### config.mk
export PLATFORM = sky130hd
export DESIGN_NAME = fuh_host
export DESIGN_NICKNAME = d
export VERILOG_FILES = /design/src/design/fuh_pkg.sv /design/src/design/fuh_host.sv
export VERILOG_INCLUDE_DIRS = /design/src /design/src/design
export SDC_FILE = /design/constraint.sdc
export NUM_CORES = 1
export LEC_CHECK = 0
export ABC_AREA = 1
export ABC_CLOCK_PERIOD_IN_PS = 2770
export BUFFER_PORTS_ARGS = -buffer_cell sky130_fd_sc_hd__buf_2
export CAP_MARGIN = 25
export CORE_UTILIZATION = 45
export CTS_BUF_LIST = sky130_fd_sc_hd__clkbuf_4 sky130_fd_sc_hd__clkbuf_8
export CTS_CLUSTER_SIZE = 20
export DETAILED_ROUTE_END_ITERATION = 10
export HOLD_SLACK_MARGIN = 0.02
export RECOVER_POWER = 50
export SKIP_CTS_REPAIR_TIMING = 1
export SLEW_MARGIN = 30
export SYNTH_ARGS = -nofsm -noshare
export SYNTH_HDL_FRONTEND = slang
export SYNTH_SLANG_ARGS = --single-unit
### constraint.sdc
create_clock -name clock -period 2.77 [get_ports clock]
set_clock_uncertainty 0.05 [all_clocks]
set_input_delay 0.1385 -clock clock [delete_from_list [all_inputs] [get_ports clock]]
set_output_delay 0.1385 -clock clock [all_outputs]
set_load 0.02 [all_outputs]
### src/design/fuh_regs.svh
`ifndef FUH_REGS_SVH
`define FUH_REGS_SVH
`define FUH_MARKER 16'hA1EC
`define FUH_REVISION 8'h03
`define FUH_HDR_LEN 8'h40
`define FUH_OFS_REV 8'h02
`define FUH_OFS_CMD 8'h03
`define FUH_OFS_TGT 8'h04
`define FUH_OFS_STAT 8'h05
`define FUH_OFS_FLAGS 8'h06
`define FUH_OFS_LEN 8'h08
`define FUH_OFS_LOC 8'h0C
`define FUH_OFS_PCHK 8'h3A
`define FUH_OFS_HCHK 8'h3E
`define FUH_CRC16_POLY 16'h1021
`define FUH_CRC16_INIT 16'h0000
`define FUH_CRC32_POLY 32'h04C11DB7
`define FUH_CRC32_INIT 32'hFFFFFFFF
`define FUH_RES_OK 8'h00
`define FUH_RES_TOO_LONG 8'hFA
`define FUH_RES_HDR_BAD 8'hFB
`define FUH_RES_PAY_BAD 8'hFC
// register map of the host controller's software port
`define FUH_REG_CTRL 4'h0
`define FUH_REG_TARGET 4'h1
`define FUH_REG_LENGTH 4'h2
`define FUH_REG_LOCATION 4'h3
`define FUH_REG_PCHK 4'h4
`define FUH_REG_STATUS 4'h5
`define FUH_REG_MASK 4'h6
`define FUH_REG_RESULT 4'h7
`define FUH_REG_TXDATA 4'h8
`define FUH_REG_INFO 4'h9
`endif

### src/design/fuh_pkg.sv
package fuh_pkg;
    typedef enum logic [2:0] {
        FUH_IDLE, FUH_HDR, FUH_PAY, FUH_RSP, FUH_DONE
    } fuh_state_e;
    typedef struct packed {
        logic [7:0] data;
        logic valid;
    } fuh_byte_s;
    typedef struct packed {
        fuh_state_e st;
        logic [7:0] idx;
        logic [31:0] left;
        logic [7:0] cmd;
        logic [7:0] tgt;
        logic [15:0] flags;
        logic [31:0] len;
        logic [31:0] loc;
        logic [31:0] pchk;
        logic [15:0] crc16;
        logic [15:0] rcrc;
        logic [7:0] pbyte;
        logic pfull;
        logic [7:0] rsp_cmd;
        logic [7:0] rsp_tgt;
        logic [7:0] result;
        logic rsp_hdr_ok;
        logic busy;
        logic [2:0] sts;
        logic [2:0] mask;
        fuh_byte_s tx;
        logic [31:0] rdata;
    } fuh_state_s;
endpackage : fuh_pkg

### src/design/fuh_host.sv
`timescale 1ns/1ns
`include "fuh_regs.svh"
module fuh_host (
    input wire logic clock, // 100 MHz system clock
    input wire logic rst_b, // asynchronous reset, active low
    input wire logic [3:0] addr, // register index
    input wire logic [31:0] wdata, // write data
    input wire logic wr, // write strobe
    input wire logic rd, // read strobe
    output logic [31:0] rdata, // read data, cycle after rd
    output logic irq, // level interrupt
    output fuh_pkg::fuh_byte_s tx, // frame byte to the device
    input wire logic tx_ready, // device takes tx byte
    input wire fuh_pkg::fuh_byte_s rx // response byte from device
);
    fuh_pkg::fuh_state_s s_reg;
    fuh_pkg::fuh_state_s s_next;

    // ---------------------------------------------------------
    // software view of the registers
    // ---------------------------------------------------------
    // 0 control: bit 0 starts a frame, bits 15:8 command code;
    //   reads back the command and the busy bit
    // 1 target selector, sent at header byte 4
    // 2 payload length in bytes, sent at header byte 8
    // 3 target location, sent at header byte 12
    // 4 payload check; software works out the crc-32 itself,
    //   which keeps a 32-bit crc engine out of this block
    // 5 status, write one to clear: bit 0 answer in,
    //   bit 1 answer malformed, bit 2 result not ok
    // 6 interrupt mask, same layout as status
    // 7 answer: selector, command, result, header ok
    // 8 payload byte in; reads back the buffer-full bit
    // 9 payload bytes still to send
    // 10 to 15 read as zero and ignore writes
    // writes to control are ignored while a frame is open,
    // so a second start cannot corrupt the frame in flight
    // the header crc-16 is built in hardware as the bytes
    // leave, so software never sees it; the answer check is
    // built the same way and compared at bytes 62 and 63

    // ---------------------------------------------------------
    // crc helpers, one byte per call, msb first
    // ---------------------------------------------------------
    // bit-serial form unrolled by the loop: eight xor-shift
    // steps per byte, short enough for one clock at 100 MHz
    function automatic logic [15:0] crc16_byte(input logic [15:0] c,
            input logic [7:0] d);
        logic [15:0] r;
        r = c;
        for (int i = 7; i >= 0; i--) begin
            if (r[15] ^ d[i]) begin
                r = {r[14:0], 1'b0} ^ `FUH_CRC16_POLY;
            end else begin
                r = {r[14:0], 1'b0};
            end
        end
        return r;
    endfunction : crc16_byte

    // header byte at index i, built from the latched order
    // reserved bytes and the status byte go out as zero;
    // flags stay zero since update frames always carry a check
    function automatic logic [7:0] hdr_byte(input fuh_pkg::fuh_state_s s,
            input logic [7:0] i);
        logic [7:0] b;
        b = 8'h00;
        case (i)
            8'h00: b = 8'(`FUH_MARKER >> 8);
            8'h01: b = 8'(`FUH_MARKER);
            `FUH_OFS_REV: b = `FUH_REVISION;
            `FUH_OFS_CMD: b = s.cmd;
            `FUH_OFS_TGT: b = s.tgt;
            8'h06: b = s.flags[15:8];
            8'h07: b = s.flags[7:0];
            8'h08: b = s.len[31:24];
            8'h09: b = s.len[23:16];
            8'h0A: b = s.len[15:8];
            8'h0B: b = s.len[7:0];
            8'h0C: b = s.loc[31:24];
            8'h0D: b = s.loc[23:16];
            8'h0E: b = s.loc[15:8];
            8'h0F: b = s.loc[7:0];
            8'h3A: b = s.pchk[31:24];
            8'h3B: b = s.pchk[23:16];
            8'h3C: b = s.pchk[15:8];
            8'h3D: b = s.pchk[7:0];
            8'h3E: b = s.crc16[15:8];
            8'h3F: b = s.crc16[7:0];
            default: b = 8'h00;
        endcase
        return b;
    endfunction : hdr_byte

    // ---------------------------------------------------------
    // next state
    // ---------------------------------------------------------
    // a frame walks idle, header, payload, answer, idle:
    // header sends the 64 bytes built by hdr_byte, one per
    // accepted byte, and folds bytes 2 to 61 into the crc-16;
    // payload forwards each byte that software writes, one
    // buffer deep, so software must poll the full bit;
    // answer waits for the 64 answer bytes from the device.
    // zero-length frames skip the payload phase entirely.
    // the answer parser and the header sender share idx,
    // which is safe since the device answers only after
    // the last byte it was sent
    always_comb begin
        logic [7:0] b;
        logic [2:0] ev;
        logic rsp_end;
        b = 8'h00;
        ev = 3'b000;
        rsp_end = 1'b0;
        s_next = s_reg;
        s_next.rdata = 32'h0000_0000;
        case (s_reg.st)
            fuh_pkg::FUH_IDLE: begin
                // nothing to send; no stale byte may stand on the link
                s_next.tx.valid = 1'b0;
            end
            fuh_pkg::FUH_HDR: begin
                // a byte stands until the device takes it
                if (!s_reg.tx.valid || tx_ready) begin
                    b = hdr_byte(s_reg, s_reg.idx);
                    s_next.tx.data = b;
                    s_next.tx.valid = 1'b1;
                    if (s_reg.idx >= `FUH_OFS_REV &&
                            s_reg.idx < `FUH_OFS_HCHK) begin
                        s_next.crc16 = crc16_byte(s_reg.crc16, b);
                    end
                    s_next.idx = s_reg.idx + 8'h01;
                    if (s_reg.idx == `FUH_HDR_LEN - 8'h01) begin
                        // the answer parser reuses idx from zero
                        s_next.idx = 8'h00;
                        s_next.st = (s_reg.len == 32'h0)
                            ? fuh_pkg::FUH_RSP : fuh_pkg::FUH_PAY;
                    end
                end
            end
            fuh_pkg::FUH_PAY: begin
                if (tx_ready && s_reg.tx.valid) begin
                    s_next.tx.valid = 1'b0;
                end
                // software feeds payload through the data register
                if (s_reg.pfull && (!s_next.tx.valid)) begin
                    s_next.tx.data = s_reg.pbyte;
                    s_next.tx.valid = 1'b1;
                    s_next.pfull = 1'b0;
                    s_next.left = s_reg.left - 32'h1;
                    if (s_reg.left == 32'h1) begin
                        s_next.st = fuh_pkg::FUH_RSP;
                    end
                end
            end
            fuh_pkg::FUH_RSP: begin
                // let the last byte go, then only listen
                if (tx_ready && s_reg.tx.valid) begin
                    s_next.tx.valid = 1'b0;
                end
            end
            default: begin
                s_next.st = fuh_pkg::FUH_IDLE;
            end
        endcase

        // -----------------------------------------------------
        // answer parser
        // -----------------------------------------------------
        // bytes seen while the payload goes out are taken as the
        // start of an early answer: the parser restarts at one,
        // checking the first byte against the marker. the check
        // bits are built as the bytes pass, so no copy of the
        // answer header is kept
        // response parser, counts 64 header bytes from the device
        if (rx.valid && s_reg.busy && s_reg.st != fuh_pkg::FUH_HDR) begin
            s_next.idx = s_reg.idx + 8'h01;
            if (s_reg.st != fuh_pkg::FUH_RSP) begin
                s_next.idx = 8'h01;
            end
            case (s_reg.st == fuh_pkg::FUH_RSP ? s_reg.idx : 8'h00)
                8'h00: s_next.rsp_hdr_ok = (rx.data == 8'hA1);
                8'h01: s_next.rsp_hdr_ok = s_reg.rsp_hdr_ok
                    && (rx.data == 8'hEC);
                `FUH_OFS_REV: s_next.rsp_hdr_ok = s_reg.rsp_hdr_ok
                    && (rx.data == `FUH_REVISION);
                `FUH_OFS_CMD: s_next.rsp_cmd = rx.data;
                `FUH_OFS_TGT: s_next.rsp_tgt = rx.data;
                `FUH_OFS_STAT: s_next.result = rx.data;
                8'h3E: s_next.rsp_hdr_ok = s_reg.rsp_hdr_ok
                    && (rx.data == s_reg.rcrc[15:8]);
                8'h3F: begin
                    s_next.rsp_hdr_ok = s_reg.rsp_hdr_ok
                        && (rx.data == s_reg.rcrc[7:0]);
                    rsp_end = 1'b1;
                end
                default: ;
            endcase
            // answer check over bytes 2 to 61, as for the header
            if (s_reg.st == fuh_pkg::FUH_RSP && s_reg.idx >= `FUH_OFS_REV
                    && s_reg.idx < `FUH_OFS_HCHK) begin
                s_next.rcrc = crc16_byte(s_reg.rcrc, rx.data);
            end
        end
        // end of answer: raise the events; a mismatched
        // command echo counts as a malformed answer
        if (rsp_end) begin
            s_next.st = fuh_pkg::FUH_IDLE;
            s_next.busy = 1'b0;
            ev[0] = 1'b1;
            ev[1] = !s_next.rsp_hdr_ok || s_reg.rsp_cmd != s_reg.cmd;
            ev[2] = s_next.result != `FUH_RES_OK;
        end

        // -----------------------------------------------------
        // register writes
        // -----------------------------------------------------
        // register port
        if (wr) begin
            case (addr)
                `FUH_REG_CTRL: begin
                    if (wdata[0] && !s_reg.busy) begin
                        s_next.st = fuh_pkg::FUH_HDR;
                        s_next.busy = 1'b1;
                        s_next.idx = 8'h00;
                        s_next.cmd = wdata[15:8];
                        // flags stay clear: update frames must be checked
                        s_next.flags = 16'h0000;
                        s_next.left = s_reg.len;
                        // crc start values are loaded at each start
                        s_next.crc16 = `FUH_CRC16_INIT;
                        s_next.rcrc = `FUH_CRC16_INIT;
                        s_next.rsp_hdr_ok = 1'b0;
                        s_next.pfull = 1'b0;
                    end
                end
                `FUH_REG_TARGET: s_next.tgt = wdata[7:0];
                `FUH_REG_LENGTH: s_next.len = wdata;
                `FUH_REG_LOCATION: s_next.loc = wdata;
                `FUH_REG_PCHK: s_next.pchk = wdata;
                `FUH_REG_STATUS: s_next.sts = s_reg.sts & ~wdata[2:0];
                `FUH_REG_MASK: s_next.mask = wdata[2:0];
                `FUH_REG_TXDATA: begin
                    // a full buffer refuses the write; software polls
                    if (s_reg.st == fuh_pkg::FUH_PAY && !s_reg.pfull) begin
                        s_next.pbyte = wdata[7:0];
                        s_next.pfull = 1'b1;
                    end
                end
                default: ;
            endcase
        end
        // events are merged into status last, so a set
        // wins over a clear in the same cycle
        s_next.sts = s_next.sts | ev;

        // -----------------------------------------------------
        // register reads
        // -----------------------------------------------------
        // read data is registered and stands one cycle only;
        // outside that cycle it drops back to zero
        if (rd) begin
            case (addr)
                `FUH_REG_CTRL: s_next.rdata = {16'h0, s_reg.cmd, 7'h0,
                    s_reg.busy};
                `FUH_REG_TARGET: s_next.rdata = {24'h0, s_reg.tgt};
                `FUH_REG_LENGTH: s_next.rdata = s_reg.len;
                `FUH_REG_LOCATION: s_next.rdata = s_reg.loc;
                `FUH_REG_PCHK: s_next.rdata = s_reg.pchk;
                `FUH_REG_STATUS: s_next.rdata = {29'h0, s_reg.sts};
                `FUH_REG_MASK: s_next.rdata = {29'h0, s_reg.mask};
                `FUH_REG_RESULT: s_next.rdata = {s_reg.rsp_tgt,
                    s_reg.rsp_cmd, s_reg.result, 7'h0, s_reg.rsp_hdr_ok};
                `FUH_REG_TXDATA: s_next.rdata = {31'h0, s_reg.pfull};
                `FUH_REG_INFO: s_next.rdata = s_reg.left;
                default: s_next.rdata = 32'h0000_0000;
            endcase
        end
    end

    // ---------------------------------------------------------
    // state register
    // ---------------------------------------------------------
    // one register holds every bit of state, reset to zero
    always_ff @(posedge clock or negedge rst_b) begin
        if (!rst_b) begin
            s_reg <= '0;
        end else begin
            s_reg <= s_next;
        end
    end

    // ---------------------------------------------------------
    // outputs: rdata and tx straight from flip-flops, irq gated from two
    // ---------------------------------------------------------
    // irq is a plain and-or of two registers, so it can only
    // move on a clock edge and never glitches between them
    assign rdata = s_reg.rdata;
    assign tx = s_reg.tx;
    assign irq = |(s_reg.sts & s_reg.mask);
endmodule : fuh_host

After elaboration in Yosys (flattened, before gate mapping) --
Cells that the tools add are included.
Storage, ports and cells: bits in registers 269, latch bits 0, bits in writable memories 0, bits in read-only memories 0, input port bits 50, output and inout bits 42, word-level logic and storage cells 258, memories 0
Operators by class: $add $sub $neg 2, $mul 0, divide/modulo/power cells 0, magnitude comparators 2, eq/ne operators 48, shift operators 0, mux-type cells 107, bitwise gates (word level) 36, reductions and logical operators 41
Operators with widths (number):
- $mux 16 | 40
- $pmux 32 s10 | 1
- $mux 32 | 8
- $mux 212 | 1
- $mux 13 | 16
- $pmux 8 s19 | 1
- $mux 51 | 2
- $mux 8 | 10
- $eq 8x4->1 const B | 8
- $eq 8x6->1 const B | 8
- $not 3->3 | 17
- $eq 8x2->1 const B | 5
- $mux 9 | 4
- $eq 32x1->1 const B | 1
- $logic_not 32->1 | 1
- $sub 32x1->32 const B | 1
- $eq 8x3->1 const B | 3
- $mux 11 | 2
- $mux 3 | 6
- $eq 4x3->1 const B | 4
- $eq 8x1->1 const B | 2
- $eq 8x8->1 | 2
- $eq 8x8->1 const B | 2
- $logic_not 8->1 | 2
- 34 further kinds | 89

Depth between registers and ports, before layout --
word-level depth 47, depth in mapped cells 20, gate-level depth less buffers 20

Least setup slack after synthesis --
No wires, ideal clock.
kind reg-to-reg, start point register s_reg[274] (netlist name), end point register s_reg[110] (netlist name), data arrival time 2.112 ns, required time 2.607 ns, slack 0.495 ns, stages on the path, launching flop included 21, path buffers 0, clock period less this slack 2.275 ns, path through dfrtp_1 inv_1 ha_1 inv_1 nor2_2 nand2_4 inv_2 nand2_1 nand2_1 nor2_1 nand3b_2 nor2_2 nand2_1 nand2_2 inv_2 nand2_1 nand2_1 nand2_1 nand3_1 nand2_1 inv_1
RTL lines:
- from (decl) | line fuh_host.sv:16 | fuh_pkg::fuh_state_s s_reg;
- from (signal assigned) | line fuh_host.sv:289 | s_reg <= s_next;

==> flow_summary.json <==
{
  "critical-path-max-stage-delay_ns": 0.41,
  "clockBufferDepth": 3,
  "h-tree-depth": 2,
  "cpLargestDelayFamily": "simple AND/OR/NAND/NOR gates",
  "ys_types": 55,
  "avgSynthCellArea_um2": 7.71,
  "mappedNetlistArea_um2": 14900,
  "cts_tree": "built",
  "peakVddDrop_mv": 0.440,
  "drt-total-wl_mm": 57.2,
  "start_util_pct": 45.8,
  "yosysSeqAreaShare_pct": 45.1,
  "endpoint_kind": "register",
  "fmax_ghz": 0.388,
  "syn_to_final_growth_pct": 18.3,
  "layout_commonest_cell": "nand2_1",
  "slew_headroom_pct": -32.4,
  "dp_hpwl_mm": 43.4,
  "crit_slowest_cell": "dfrtp_1",
  "grt_pass1_wl_mm": 84.9,
  "track_usage_pct": 34.3,
  "ant_nets": 0,
  "post-route-period-util_pct": 92.9,
  "finalHoldViolCount": 0,
  "synth_edf_count": 0,
  "numCtsBuffers": 50,
  "cellLeakagePower_nw": 8.54,
  "min_period_ns": 2.57,
  "worstSetupStartpointType": "register",
  "path_class": "register to register",
  "grt_pass1_vias": 13200,
  "drc": 0,
  "clk_pin_slew_ns": 0.06,
  "die_h_um": 184,
  "core_um2": 32600,
  "ys_top_cells_by_area": "dfrtp_1 45%, nand2_1 12%, o21ai_0 7.7%",
  "grt_max_degree": 75,
  "via_per_inst": 5.58,
  "final_util_pct": 54.2,
  "drive_gt1_share_pct": 16.4,
  "n_antenna_cell": 0,
  "status": "finished with violations",
  "grt_overflow": 0,
  "dr.pass1.iters": 5,
  "synth-seq-cells": 269,
  "globalplace.congestion": 1.05,
  "largest_register_ff_count": 228,
  "crit_required_ns": 3.22,
  "yosysTopAreaCell": "dfrtp_1",
  "die_w_um": 184,
  "detail_route.iter0.violations": 1538,
  "tightest_slew_ns": 1.99,
  "reg2reg_slack_ns": 0.20,
  "maxCapViolCount": 1,
  "hp-class": "input port to register",
  "std_cell_rows": 66,
  "cts.sinks": 269,
  "portBuffers": 91,
  "violations": "capacitance limit, slew limit",
  "yosysWarnings": 0,
  "async_reset_ff_share_pct": 100,
  "root_buffer": "clkbuf_8",
  "synth_nets": 1993,
  "clk_latency_ns": 0.63,
  "syn_inst": 1937,
  "cpMostUsedCell": "nand2_1",
  "io-pin-count": 92,
  "cp_cell_sequence": "buf_4 -> ha_2 -> inv_1 -> nor2_2 -> inv_1 -> nor2_4 -> nand2_1 -> nand2_1 -> a21oi_1 -> nand2_1 -> o21ai_1 -> nand2_1 -> nand2_1 -> nand2_1 -> nand2_1 -> nand3_1 -> nand2_1 -> inv_1",
  "via_count": 14300,
  "holdWs_ns": 0.0228,
  "setup_viol": 0,
  "synth_top_area_share_pct": 45.1,
  "antenna_found_initial": 0,
  "path_buf_inv": 4,
  "fin_nets": 2146,
  "dieArea_um2": 33900,
  "wl_per_cell_um": 22.2,
  "path_max_fanout": 6,
  "p_per_area_nw_per_um2": 599,
  "fill_cells": 3206,
  "final_cell_mix": "460 x nand2_1, 268 x dfrtp_1, 225 x o21ai_0",
  "worst_ep_arrival_time_ns": 3.03,
  "timing.final.max_slew_violations": 74,
  "synth_ff_type": "dfrtp_1"
}
Yosys cell counts (8+ instances only):
master	count
o21ai_0	229
nor2_2	10
nand3_1	102
buf_4	43
inv_2	18
nand2_1	466
nor2_4	8
a221oi_1	11
nand4_1	31
o211ai_1	10
nor2_1	162
clkbuf_1	53
a211oi_1	18
nor3_1	16
nor4_1	12
a31oi_1	16
a21oi_1	41
o22ai_1	32
dfrtp_1	269
o21ai_1	12
xnor2_1	20
nand2_2	15
xor2_1	39
inv_1	220
per-stage QoR:
| stage | setup TNS, ns | power, W | worst slack (ns) | instance area (um2) | cells |
|---|---|---|---|---|---|
| after global routing | -0.000175 | 0.0110 | -0.000175 | 17700 | 2571 |
| final | 0 | 0.0106 | 0.195 | 17700 | 2571 |
| after global placement | 0 | 0.00597 | 0.140 | 15900 | 2433 |
| after floorplan | 0 | 0.00531 | 0.495 | 14900 | 1937 |
| after detailed placement | 0 | 0.00599 | 0.0747 | 15900 | 2433 |
| after CTS | 0 | 0.0106 | 0.0535 | 17100 | 2524 |
kinds of logic after synthesis:
kind of cell / share of synthesized area, %
other: 0.0251
and+or+nand+nor: 25.4
AOI/OAI and AO/OA: 15.3
adders and majority gates: 0.503
xor gates and xnor gates: 3.61
DFF: 45.1
buffers and inverters: 10.1
metal layers:
metal	global-route usage, %	vias up	routed length [um]
li1	-	6647	-
met1	48.0	6866	24600
met2	52.2	697	25300
met3	7.15	137	4980
met4	12.8	0	2290
met5	0	-	0
report_power, final:
| group | leakage, nW | switching (W) | internal [W] |
|---|---|---|---|
| clock network | 0.635 | 0.00181 | 0.00275 |
| registers | 3.47 | 0.000505 | 0.00431 |
| logic | 4.44 | 0.000793 | 0.000406 |
| total | 8.54 | 0.00311 | 0.00747 |
worst min-delay path, stage by stage:
cell and delay [ns]:
buf_2 0.09, inv_1 0.04, nand2_1 0.12, a31oi_1 0.19, nor4_1 0.06
cell type report:
cell class	instances	area [um2]	share of cell area (%)
sequential	269	6730	38.1
clock buffer	77	1030	5.86
timing repair buffer	208	1450	8.20
tap	442	553	3.13
inverter	241	911	5.16
multi-input combinational	1320	6810	38.6
clock inverter	14	173	0.977
worst paths after layout:
check                                       start                     end  cells after the start
max in group asynchronous                   rst_b   s_reg[77]$_DFFE_PN0P_                      3
hold / removal                           tx_ready    s_reg[283]$_DFF_PN0_                      5
hold reg to reg            s_reg[144]$_DFFE_PN0P_  s_reg[144]$_DFFE_PN0P_                      2
setup / recovery             s_reg[274]$_DFF_PN0_    s_reg[110]$_DFF_PN0_                     18
min in group asynchronous                   rst_b     rdata[18]$_DFF_PN0_                      2
setup reg to reg             s_reg[274]$_DFF_PN0_    s_reg[110]$_DFF_PN0_                     18
Power figures use the tool's default switching activity.
